## config.mk

```make
export PLATFORM = sky130hd
export DESIGN_NAME = tmr_timer16
export DESIGN_NICKNAME = d
export VERILOG_FILES = /design/src/tmr_pkg.sv /design/src/tmr_tick_src.sv /design/src/tmr_prescaler.sv /design/src/tmr_timer16.sv
export SDC_FILE = /design/constraint.sdc
export NUM_CORES = 1
export LEC_CHECK = 0
export BUFFER_PORTS_ARGS = -buffer_cell sky130_fd_sc_hd__buf_2
export CAP_MARGIN = 20
export CORE_ASPECT_RATIO = 1.1
export CORE_MARGIN = 2
export CORE_UTILIZATION = 61
export DETAILED_ROUTE_END_ITERATION = 8
export GPL_TIMING_DRIVEN = 0
export PLACE_DENSITY = 0.85
export SLEW_MARGIN = 40
export SYNTH_ARGS = -nofsm -noshare
export SYNTH_HDL_FRONTEND = slang
export SYNTH_SLANG_ARGS = --single-unit
```

## constraint.sdc

```tcl
create_clock -name sys_clk -period 8.18 [get_ports sys_clk]
set_clock_uncertainty 0.1 [all_clocks]
set_input_delay 1.636 -clock sys_clk [delete_from_list [all_inputs] [get_ports sys_clk]]
set_output_delay 1.636 -clock sys_clk [all_outputs]
set_load 0.005 [all_outputs]
```

## src/tmr_pkg.sv

```systemverilog
// constants shared by the 16-bit timer, its prescaler and its tick source
// assumes byte-wide registers reached over a plain strobe port
package tmr_pkg;
	// byte addresses of the registers
	localparam logic [7:0] ADDR_INTCTL = 8'h0B;
	localparam logic [7:0] ADDR_FLAGS = 8'h0C;
	localparam logic [7:0] ADDR_CNT_LO = 8'h0E;
	localparam logic [7:0] ADDR_CNT_HI = 8'h0F;
	localparam logic [7:0] ADDR_CTL = 8'h10;
	localparam logic [7:0] ADDR_IRQEN = 8'h8C;
	// timer control fields
	localparam int CTL_W = 6;
	localparam int CTL_RUN = 0;
	localparam int CTL_CSEL = 1;
	localparam int CTL_SYNCB = 2;
	localparam int CTL_OSCEN = 3;
	localparam int CTL_PSEL = 4;
	localparam logic [5:0] CTL_RESET = 6'h00;
	// flag and enable bits
	localparam int FLAG_W = 2;
	localparam int FLAG_OVF = 0;
	localparam int FLAG_TRIG = 1;
	localparam logic [1:0] FLAGS_RESET = 2'h0;
	localparam logic [1:0] IRQEN_RESET = 2'h0;
	localparam logic [7:0] INTCTL_RESET = 8'h00;
	// compare unit mode code for the special event trigger
	localparam logic [3:0] MODE_SPECIAL_TRIG = 4'hB;
	// counter limits
	localparam logic [15:0] CNT_ZERO = 16'h0000;
	localparam logic [15:0] CNT_MAX = 16'hFFFF;
	// instruction clock is the system clock divided by four
	localparam int INSTR_DIV = 4;
	localparam logic [1:0] INSTR_DIV_LAST = 2'(INSTR_DIV - 1);
	localparam logic [1:0] PSEL_DIV1 = 2'h0;
	localparam logic [1:0] PSEL_DIV2 = 2'h1;
	localparam logic [1:0] PSEL_DIV4 = 2'h2;
	localparam logic [2:0] PRE_MASK_DIV1 = 3'h0;
	localparam logic [2:0] PRE_MASK_DIV2 = 3'h1;
	localparam logic [2:0] PRE_MASK_DIV4 = 3'h3;
	localparam logic [2:0] PRE_MASK_DIV8 = 3'h7;
endpackage

```

## src/tmr_tick_src.sv

```systemverilog
// count clock source: instruction clock enable or external pin rising edge
// assumes the external pin is already synchronous to sys_clk
`timescale 1ns/1ps
module tmr_tick_src (
	input wire logic sys_clk,
	input wire logic nrst,
	input wire logic clkSel,
	input wire logic extClkPin,
	output logic tick
);
	typedef struct packed {
		logic [1:0] div;
		logic extPrev;
		logic tick;
	} tmr_src_state_t;
	tmr_src_state_t st_r;
	tmr_src_state_t st_nxt;

	always_comb begin
		st_nxt = st_r;
		st_nxt.div = 2'(st_r.div + 2'h1);
		st_nxt.extPrev = extClkPin;
		st_nxt.tick = clkSel ? (extClkPin & ~st_r.extPrev) : (st_r.div == tmr_pkg::INSTR_DIV_LAST);
		if (!nrst) begin
			st_nxt = '0;
		end
	end

	always_ff @(posedge sys_clk) begin
		st_r <= st_nxt;
	end

	assign tick = st_r.tick;

	instr_rate_a: assert property (@(posedge sys_clk) disable iff (!nrst)
		(!clkSel && $past(!clkSel) && st_r.div == tmr_pkg::INSTR_DIV_LAST) |=> tick)
		else $error("instruction clock tick missing");
endmodule

```

## src/tmr_prescaler.sv

```systemverilog
// 1:1 to 1:8 prescaler between the clock source and the 16-bit counter
// assumes tickIn is a one-cycle enable and clear wins over it
`timescale 1ns/1ps
module tmr_prescaler (
	input wire logic sys_clk,
	input wire logic nrst,
	input wire logic clear,
	input wire logic [1:0] sel,
	input wire logic tickIn,
	output logic tickOut
);
	typedef struct packed {
		logic [2:0] cnt;
		logic tickOut;
	} tmr_pre_state_t;
	tmr_pre_state_t st_r;
	tmr_pre_state_t st_nxt;
	logic [2:0] mask;

	always_comb begin
		case (sel)
			tmr_pkg::PSEL_DIV1: mask = tmr_pkg::PRE_MASK_DIV1;
			tmr_pkg::PSEL_DIV2: mask = tmr_pkg::PRE_MASK_DIV2;
			tmr_pkg::PSEL_DIV4: mask = tmr_pkg::PRE_MASK_DIV4;
			default: mask = tmr_pkg::PRE_MASK_DIV8;
		endcase
	end

	always_comb begin
		st_nxt = st_r;
		st_nxt.tickOut = 1'b0;
		if (clear) begin
			st_nxt.cnt = 3'h0;
		end else if (tickIn) begin
			if ((st_r.cnt & mask) == mask) begin
				st_nxt.cnt = 3'h0;
				st_nxt.tickOut = 1'b1;
			end else begin
				st_nxt.cnt = 3'(st_r.cnt + 3'h1);
			end
		end
		if (!nrst) begin
			st_nxt = '0;
		end
	end

	always_ff @(posedge sys_clk) begin
		st_r <= st_nxt;
	end

	assign tickOut = st_r.tickOut;

	presc_clear_a: assert property (@(posedge sys_clk) disable iff (!nrst)
		clear |=> (st_r.cnt == 3'h0) && !tickOut)
		else $error("prescaler not cleared by count write");
	presc_divide_a: assert property (@(posedge sys_clk) disable iff (!nrst)
		tickOut |-> $past(tickIn) && (($past(st_r.cnt) & $past(mask)) == $past(mask)))
		else $error("prescaler fired off its ratio");
endmodule

```

## src/tmr_timer16.sv

```systemverilog
// 16-bit timer with prescaler, special event trigger reset and its registers
// assumes compare units give a one-cycle match pulse with their mode field
// and that porBorReset is high for power-on and brown-out resets only
//
// What this block does
// - compare-mode special trigger from either unit clears count
// - trigger clear never sets the overflow flag
// - trigger clear not honoured in asynchronous counting
// - same-cycle count write beats the trigger
// - compare pair acts as the counter period
// - count bytes survive every reset
// - power-on/brown-out clears control; other resets keep it
// - writing either count byte clears the prescaler
// - low count byte at its own address
// - high count byte at the next address
// - unimplemented bits read as zero
// - count wraps FFFFh to 0000h, setting overflow flag
// - prescale select divides by 1, 2, 4, 8
// - clock source: instruction clock or external rising edge
//
// Added by the designer: the plain strobed port.
`timescale 1ns/1ps
module tmr_timer16 (
	input wire logic sys_clk,
	input wire logic nrst,
	input wire logic porBorReset,
	input wire logic [7:0] addr,
	input wire logic [7:0] wrData,
	input wire logic wrEn,
	input wire logic rdEn,
	output logic [7:0] rdData,
	input wire logic extClkPin,
	input wire logic [3:0] compareModeA,
	input wire logic compareMatchA,
	input wire logic [3:0] compareModeB,
	input wire logic compareMatchB,
	output logic irq
);
	typedef struct packed {
		logic [15:0] count;
		logic [5:0] ctl;
		logic [7:0] intCtl;
		logic [1:0] flags;
		logic [1:0] irqEn;
		logic [7:0] rdData;
		logic irq;
		// checker-only marker: count has been loaded since power-on
		logic cntValid;
	} tmr_main_state_t;

	tmr_main_state_t st_r;
	tmr_main_state_t st_nxt;
	logic srcTick;
	logic countTick;
	logic anyReset;
	logic wrLo;
	logic wrHi;
	logic countWrite;
	logic asyncMode;
	logic trigValid;
	logic incr;
	logic ovfSet;
	logic trigSet;

	function automatic logic isTrig(input logic [3:0] mode, input logic match);
		isTrig = match && (mode == tmr_pkg::MODE_SPECIAL_TRIG);
	endfunction

	tmr_tick_src u_src (
		.sys_clk(sys_clk),
		.nrst(nrst && !porBorReset),
		.clkSel(st_r.ctl[tmr_pkg::CTL_CSEL]),
		.extClkPin(extClkPin),
		.tick(srcTick)
	);

	tmr_prescaler u_pre (
		.sys_clk(sys_clk),
		.nrst(nrst && !porBorReset),
		.clear(countWrite),
		.sel(st_r.ctl[tmr_pkg::CTL_PSEL +: 2]),
		.tickIn(srcTick & st_r.ctl[tmr_pkg::CTL_RUN]),
		.tickOut(countTick)
	);

	always_comb begin
		anyReset = !nrst || porBorReset;
		wrLo = wrEn && (addr == tmr_pkg::ADDR_CNT_LO);
		wrHi = wrEn && (addr == tmr_pkg::ADDR_CNT_HI);
		countWrite = wrLo || wrHi;
		// async counting cannot be cleared cleanly, so the trigger is dropped there
		asyncMode = st_r.ctl[tmr_pkg::CTL_CSEL] && st_r.ctl[tmr_pkg::CTL_SYNCB];
		trigValid = (isTrig(compareModeA, compareMatchA) || isTrig(compareModeB, compareMatchB))
			&& !asyncMode;
		incr = countTick && st_r.ctl[tmr_pkg::CTL_RUN];
		ovfSet = incr && !countWrite && !trigValid && (st_r.count == tmr_pkg::CNT_MAX);
		trigSet = trigValid && !countWrite;
	end

	always_comb begin
		st_nxt = st_r;
		st_nxt.rdData = 8'h00;
		// count update: write, then trigger, then increment
		if (countWrite) begin
			if (wrLo) begin
				st_nxt.count[7:0] = wrData;
			end
			if (wrHi) begin
				st_nxt.count[15:8] = wrData;
			end
		end else if (trigValid) begin
			st_nxt.count = tmr_pkg::CNT_ZERO;
		end else if (incr) begin
			st_nxt.count = 16'(st_r.count + 16'h0001);
		end
		st_nxt.cntValid = st_r.cntValid | countWrite | trigValid;
		// other registers
		if (wrEn) begin
			case (addr)
				tmr_pkg::ADDR_CTL: begin
					st_nxt.ctl = wrData[5:0];
				end
				tmr_pkg::ADDR_INTCTL: begin
					st_nxt.intCtl = wrData;
				end
				tmr_pkg::ADDR_IRQEN: begin
					st_nxt.irqEn = wrData[1:0];
				end
				tmr_pkg::ADDR_FLAGS: begin
					st_nxt.flags = st_r.flags & ~wrData[1:0];
				end
				default: begin
				end
			endcase
		end
		// hardware set wins over a same-cycle clear
		st_nxt.flags[tmr_pkg::FLAG_OVF] = st_nxt.flags[tmr_pkg::FLAG_OVF] | ovfSet;
		st_nxt.flags[tmr_pkg::FLAG_TRIG] = st_nxt.flags[tmr_pkg::FLAG_TRIG] | trigSet;
		if (rdEn) begin
			case (addr)
				tmr_pkg::ADDR_CNT_LO: begin
					st_nxt.rdData = st_r.count[7:0];
				end
				tmr_pkg::ADDR_CNT_HI: begin
					st_nxt.rdData = st_r.count[15:8];
				end
				tmr_pkg::ADDR_CTL: begin
					st_nxt.rdData = {2'b00, st_r.ctl};
				end
				tmr_pkg::ADDR_INTCTL: begin
					st_nxt.rdData = st_r.intCtl;
				end
				tmr_pkg::ADDR_FLAGS: begin
					st_nxt.rdData = {6'h00, st_r.flags};
				end
				tmr_pkg::ADDR_IRQEN: begin
					st_nxt.rdData = {6'h00, st_r.irqEn};
				end
				default: begin
					st_nxt.rdData = 8'h00;
				end
			endcase
		end
		st_nxt.irq = |(st_nxt.flags & st_nxt.irqEn);
		if (anyReset) begin
			// count is never touched by a reset; it powers up unknown
			st_nxt.count = st_r.count;
			st_nxt.cntValid = porBorReset ? 1'b0 : st_r.cntValid;
			st_nxt.ctl = porBorReset ? tmr_pkg::CTL_RESET : st_r.ctl;
			st_nxt.intCtl = tmr_pkg::INTCTL_RESET;
			st_nxt.flags = tmr_pkg::FLAGS_RESET;
			st_nxt.irqEn = tmr_pkg::IRQEN_RESET;
			st_nxt.rdData = 8'h00;
			st_nxt.irq = 1'b0;
		end
	end

	always_ff @(posedge sys_clk) begin
		st_r <= st_nxt;
	end

	assign rdData = st_r.rdData;
	assign irq = st_r.irq;

	trig_clears_a: assert property (@(posedge sys_clk) disable iff (anyReset)
		(trigValid && !countWrite) |=> (st_r.count == tmr_pkg::CNT_ZERO))
		else $error("special trigger did not clear count");

	trig_noflag_a: assert property (@(posedge sys_clk) disable iff (anyReset)
		(trigValid && !st_r.flags[tmr_pkg::FLAG_OVF]) |=> !st_r.flags[tmr_pkg::FLAG_OVF])
		else $error("trigger clear raised overflow flag");

	async_ignore_a: assert property (@(posedge sys_clk) disable iff (anyReset)
		(st_r.cntValid && asyncMode && !countWrite && !incr)
		|=> (st_r.count == $past(st_r.count)))
		else $error("count moved in async mode without a tick");

	write_wins_a: assert property (@(posedge sys_clk) disable iff (anyReset)
		(wrLo && (compareMatchA || compareMatchB)) |=> (st_r.count[7:0] == $past(wrData)))
		else $error("trigger beat a count write");

	period_wrap_a: assert property (@(posedge sys_clk) disable iff (anyReset)
		(trigValid && !countWrite) ##1 (!countWrite && !trigValid && incr)
		|=> (st_r.count == 16'h0001))
		else $error("count did not restart from zero after trigger");

	keep_count_a: assert property (@(posedge sys_clk) disable iff (1'b0)
		(anyReset && st_r.cntValid) |=> (st_r.count == $past(st_r.count)))
		else $error("reset changed the count");

	por_clear_a: assert property (@(posedge sys_clk) disable iff (1'b0)
		porBorReset |=> (st_r.ctl == tmr_pkg::CTL_RESET))
		else $error("power-on reset left control set");

	other_keep_a: assert property (@(posedge sys_clk) disable iff (1'b0)
		(!nrst && !porBorReset) |=> (st_r.ctl == $past(st_r.ctl)))
		else $error("ordinary reset changed control");

	read_bytes_a: assert property (@(posedge sys_clk) disable iff (anyReset)
		(rdEn && (addr == tmr_pkg::ADDR_CNT_HI)) |=> (rdData == $past(st_r.count[15:8])))
		else $error("high count byte read wrong");

	read_zero_a: assert property (@(posedge sys_clk) disable iff (anyReset)
		(rdEn && (addr == tmr_pkg::ADDR_CTL)) |=> (rdData[7:6] == 2'b00))
		else $error("unimplemented control bits read non-zero");

	wrap_flag_a: assert property (@(posedge sys_clk) disable iff (anyReset)
		ovfSet |=> (st_r.count == tmr_pkg::CNT_ZERO) && st_r.flags[tmr_pkg::FLAG_OVF]
		&& (irq || !st_r.irqEn[tmr_pkg::FLAG_OVF]))
		else $error("wrap did not set overflow flag");

	run_stop_a: assert property (@(posedge sys_clk) disable iff (anyReset)
		(st_r.cntValid && !st_r.ctl[tmr_pkg::CTL_RUN] && !countWrite && !trigValid)
		|=> (st_r.count == $past(st_r.count)))
		else $error("counter moved while stopped");

	irq_level_a: assert property (@(posedge sys_clk) disable iff (anyReset)
		irq == |(st_r.flags & st_r.irqEn))
		else $error("interrupt without unmasked flag");
endmodule

```

# Word level (Yosys, flattened, before mapping)
# Cells that the tools add are included.
[totals]
register_bits = 52
word_cells = 99
[classes]
n_addsub = 3
n_reduce_logical = 32
bitwise = 15
muxes = 19
eq_ne = 16
[op_table]
columns = ["cell", "n"]
rows = [
  ["2-to-1 mux 16 bit", 3],
  ["one-hot mux 8 bit (6 select lines)", 1],
  ["equality test 8 x 4 -> 1 bit (second input constant)", 4],
  ["2-to-1 mux 8 bit", 4],
  ["2-to-1 mux 28 bit", 1],
  ["2-to-1 mux 18 bit", 1],
  ["adder 16 x 1 -> 16 bit (second input constant)", 1],
  ["equality test 16 bit (second input constant)", 1],
  ["logical AND 1 bit", 12],
  ["2-to-1 mux 6 bit", 2],
  ["one-hot mux 3 bit (3 select lines)", 1],
  ["AND reduction 3 bit", 3],
  ["equality test 4 bit (second input constant)", 2],
  ["equality test 8 x 5 -> 1 bit (second input constant)", 1],
  ["equality test 8 bit (second input constant)", 1],
  ["!= test 2 bit (second input constant)", 3],
  ["OR reduction 2 bit", 3],
  ["logical NOT 1 bit", 5],
  ["inverter 1 bit", 5],
  ["AND 2 bit", 2],
  ["equality test 2 bit (second input constant)", 2],
  ["2-to-1 mux 2 bit", 2],
  ["OR 1 bit", 4],
  ["nonzero test 2 bit", 2],
  ["14 further kinds", 19],
]

# Logic depth before layout (Yosys ltp)
[depth]
depth_word = 11
depth_mapped = 7
ltp_nobuf = 6

# By module
# From an unflattened synthesis, not the netlist that was laid out.
[unflattened]
hier_cells = 265
hier_area_um2 = 2560.0
[modules_own_cells]
columns = ["mod", "seq_area_each_um2", "instances", "cells_per_inst", "area_per_inst_um2"]
rows = [
  ["tmr_timer16", 1081.0, 1, 234, 2234.6],
  ["tmr_prescaler", 80.1, 1, 20, 193.9],
  ["tmr_tick_src", 80.1, 1, 11, 131.4],
]

# Least setup slack after synthesis
# No wires, ideal clock.
[synth_path]
path_type = "input -> register"
startpoint = "in addr[5]"
endpoint = "reg st_r[28] (netlist name), enable pin"
arrival_time_ns = 3.248
n_path_buf = 1
stages = 6
path_slack_ns = 4.456
required_ns = 7.705
path_cell_list = "or3_1 > buf_6 > nor4_4 > nor3_2 > a21o_1 > a21oi_1"
[synth_via]
elab_chain_len = 5
word_cells_on_any_way = 8
cone_classes = "eq/ne: 3; reduce/logical: 5"
[synth_rtl]
columns = ["element", "line", "text"]
rows = [
  ["start, declared", "tmr_timer16.sv:27", "input wire logic [7:0] addr,"],
  ["equality test 8 x 4 -> 1 bit, on equally long branches", "tmr_timer16.sv:88, tmr_timer16.sv:89", ""],
  ["logical AND 1 bit, on equally long branches", "tmr_timer16.sv:88, tmr_timer16.sv:89", ""],
  ["logical OR 1 bit", "tmr_timer16.sv:90", "countWrite = wrLo || wrHi;"],
  ["!= test 2 bit (no line) / nonzero test 3 bit (equally long branches)", "-", ""],
  ["AND reduction 3 bit (no line) (*)", "-", ""],
  ["end signal, assigned", "tmr_timer16.sv:179", "st_r <= st_nxt;"],
  ["end, declared", "tmr_timer16.sv:51", "tmr_main_state_t st_r;"],
]
# Every way passes the cells marked *; elsewhere a longest branch is shown, timed or not.
# A chain may end at the register's enable or synchronous reset.

# Final worst setup path
[layout_path]
startpoint = "in addr[7]"
endpoint = "reg st_r[39] (netlist name), enable pin"
# Same word-level chain as after synthesis.

==> flow_metrics.tcl <==
set metrics [dict create \
    outcome "finished clean" \
    fillers 338 \
    synthTopCellsByArea "edfxtp_1 (25%), dfxtp_1 (22%), nand2_1 (5.0%), nor2_1 (3.4%), a21oi_1 (3.1%)" \
    yosys_warnings 0 \
    grt_max_degree 18 \
    cp-end-kind "register" \
    fin_nets 358 \
    grt-ovfl-total 0 \
    grt_pass1_vias 2157 \
    hold_violations 0 \
    synth.most_common_cell "nand2_1" \
    syn2layout_area_growth_pct 14.5 \
    r2r_cells 4 \
    p_sw_uw 115 \
    crit_type "in2reg" \
    path_clk_slew_ns 0.09 \
    vdd_ir_drop_max_uv 176 \
    rsz0062_at_grt "no" \
    antenna_found_initial 0 \
    netlist_top_cells_count "nand2_1 (35), dfxtp_1 (29), nor2_1 (24)" \
    hold_path_class "reg2reg" \
    p_seq_share_pct 56.8 \
    gp_congestion 0.896 \
    hold_buffers 0 \
    multi_input_area_sq_um 1250 \
    routedWlPerCell_microns 17.4 \
    worst_pin_slew_ns 0.742 \
    dp_slack_ns 4.00 \
    crit_path_start_kind "input pin" \
    cap_violations 0 \
    synth_top_area_share_pct 25.2 \
    slew_headroom_pct 50.3 \
    critPathLaunch "addr[7]" \
    p_clk_share_pct 36.0 \
    antenna_cells 0 \
    synth-seq-cells 51 \
    cts_tree "built" \
    grt_pass1_wl_microns 10100 \
    avgSynthCellArea_sq_um 9.51 \
    ys_types 50 \
    cts_made_buffers 5 \
    r2r_end "st_r[39]$_DFFE_PP_" \
    fin_tns_setup_ns 0 \
    reg2reg_from "st_r[23]$_SDFFCE_PN0P_" \
    max_freq_mhz 256 \
    layout-drive-gt1-share_pct 23.1 \
    vias 2396 \
    post-cts-setup-buffers 0 \
    setup_viol 0 \
    intPower_uw 362 \
    start_util_pct 62.2 \
    syn-cell-area_sq_um 2630 \
    route.detailed.drc 0 \
    synth_ff_type "dfxtp_1" \
    synth_edf_count 22 \
    post_cts_resized 0 \
    seq_area_sq_um 1240 \
    switching_share_pct 24.1 \
    die_area_sq_um 4840 \
    critPathCapture "st_r[39]$_DFFE_PP_" \
    synth.largest_area_cell "edfxtp_1" \
    clkLatencyLatePin_ns 0.32 \
    cp.arrival_ns 3.76 \
    std_cell_rows 25 \
    cts_max_path_buffers 2 \
    reg2reg_slack_ns 5.88 \
    grt_use_total_pct 28.4 \
    via_per_inst 6.34 \
    coreArea_sq_um 4220 \
    min_period_ns 3.91 \
    fin_crit_sh_pct 47.8 \
    io-pin-count 41 \
    cts.sinks 51 \
    drt_iter0_drc 220 \
    setup_slack_ns 4.27 \
    synth-async-reset-ratio_pct 0 \
    drv_slew 0 \
    path_max_fanout 9 \
    ys_seq_area_share_pct 47.3 \
    root_buffer "clkbuf_8" \
    combPwrFrac_pct 7.2 \
    die-height_microns 72.8 \
    die_w_microns 66.5 \
    powerDensity_nw_per_um2 159 \
    cts_max_level 2 \
    ant_nets 0 \
    synth_cells 276 \
    whs_ns 0.326 \
    drt-total-wl_microns 6580 \
    synth_nets 311 \
    drtPass1Iterations 5 \
    total_leakage_power_nw 1.12 \
    portBuffers 39 \
    crit_required_ns 8.03 \
    hpwl_microns 4830 \
]
[power groups by stage]
| stage | registers, mW | clock network [mW] | logic (mW) |
|---|---|---|---|
| floorplan | 0.276 | 0 | 0.0187 |
| global placement | 0.277 | 0 | 0.0323 |
| detailed placement | 0.277 | 0 | 0.0332 |
| CTS | 0.271 | 0.171 | 0.0334 |
| global route | 0.271 | 0.181 | 0.0369 |
| finish | 0.271 | 0.172 | 0.0343 |
[critical path, stage by stage]
cell	delay [ns]
buf_2	0.14
or3_1	0.37
buf_6	0.15
nor4_4	0.53
nor3_2	0.15
a21o_1	0.20
nor2_1	0.58
[cell usage in the layout (no fill, tap or decap), drive strengths merged, types with 2 or more instances in the layout]
cell | Yosys | final
xnor2 | 9 | 9
dfxtp | 29 | 29
or3 | 2 | 2
mux2 | 7 | 7
buf | 13 | 53
o21ai | 15 | 15
xor2 | 5 | 5
nor2b | 4 | 4
edfxtp | 22 | 22
a21oi | 16 | 16
nand2b | 2 | 2
o22ai | 3 | 3
inv | 5 | 6
or2 | 2 | 2
nor3 | 9 | 9
a22oi | 5 | 5
a221oi | 2 | 2
and3 | 7 | 7
mux2i | 3 | 3
clkbuf | 6 | 12
and4 | 3 | 3
nand2 | 35 | 35
and2 | 2 | 2
nand3b | 4 | 4
a222oi | 3 | 3
nor4 | 4 | 4
nor2 | 24 | 24
ha | 3 | 3
nand4 | 4 | 4
a211oi | 2 | 2
nand3 | 15 | 15
[area by class of cell]
cell class	count	area share, %
timing repair buffer	40	6.74
clock inverter	2	0.583
multi-input combinational	201	41.5
sequential	51	41.3
tap	54	2.25
buffer	19	3.91
clock buffer	6	3.12
inverter	5	0.624
[sequential cells by signal (all words and copies together), names as in the netlist]
signal	flops
irq	1
u_src.st_r	3
u_pre.st_r	3
st_r	34
u_pre.tickOut	1
rdData	8
u_src.tick	1
[worst min path at each step]
| stage | from | cells past startpoint | endpoint |
|---|---|---|---|
| finish | u_src.st_r[2]$_SDFF_PN0_ | 1 | u_src.st_r[2]$_SDFF_PN0_ |
| global route | u_src.st_r[2]$_SDFF_PN0_ | 1 | u_src.st_r[2]$_SDFF_PN0_ |
| global placement | u_src.st_r[2]$_SDFF_PN0_ | 1 | u_src.st_r[2]$_SDFF_PN0_ |
| floorplan | u_src.st_r[2]$_SDFF_PN0_ | 1 | u_src.st_r[2]$_SDFF_PN0_ |
| detailed placement | u_src.st_r[2]$_SDFF_PN0_ | 1 | u_src.st_r[2]$_SDFF_PN0_ |
| CTS | u_src.st_r[2]$_SDFF_PN0_ | 1 | u_src.st_r[2]$_SDFF_PN0_ |
[metal layers]
metal / track usage, % / up-vias / share of wire (%)
met1: 36.8 / 1095 / 39
met2: 45.8 / 178 / 47
li1: - / 1093 / -
met5: 0 / - / 0
met3: 5.25 / 30 / 10
met4: 13.8 / 0 / 3.8
[through the flow]
stage               power [mW]  cells  utilization (%)  area (sq um)
finish                   0.477    378             71.2          3010
detailed placement       0.310    370             68.6          2900
global route             0.489    378             71.2          3010
global placement         0.309    369             68.4          2890
floorplan                0.294    276                -          2630
CTS                      0.476    378             71.2          3010
[cell families after synthesis]
family                   count (synthesis)  synth area share (%)
AND/OR/NAND/NOR                        121                  24.6
AO/OA/AOI/OAI                           53                  12.7
flip-flops                              51                  47.3
buffers and inverters                   24                  5.19
XOR/XNOR                                14                  4.67
multiplexers                            10                  4.15
adder cells (fa/ha/maj)                  3                  1.43
Note: power is estimated with default switching activity, not from simulation.
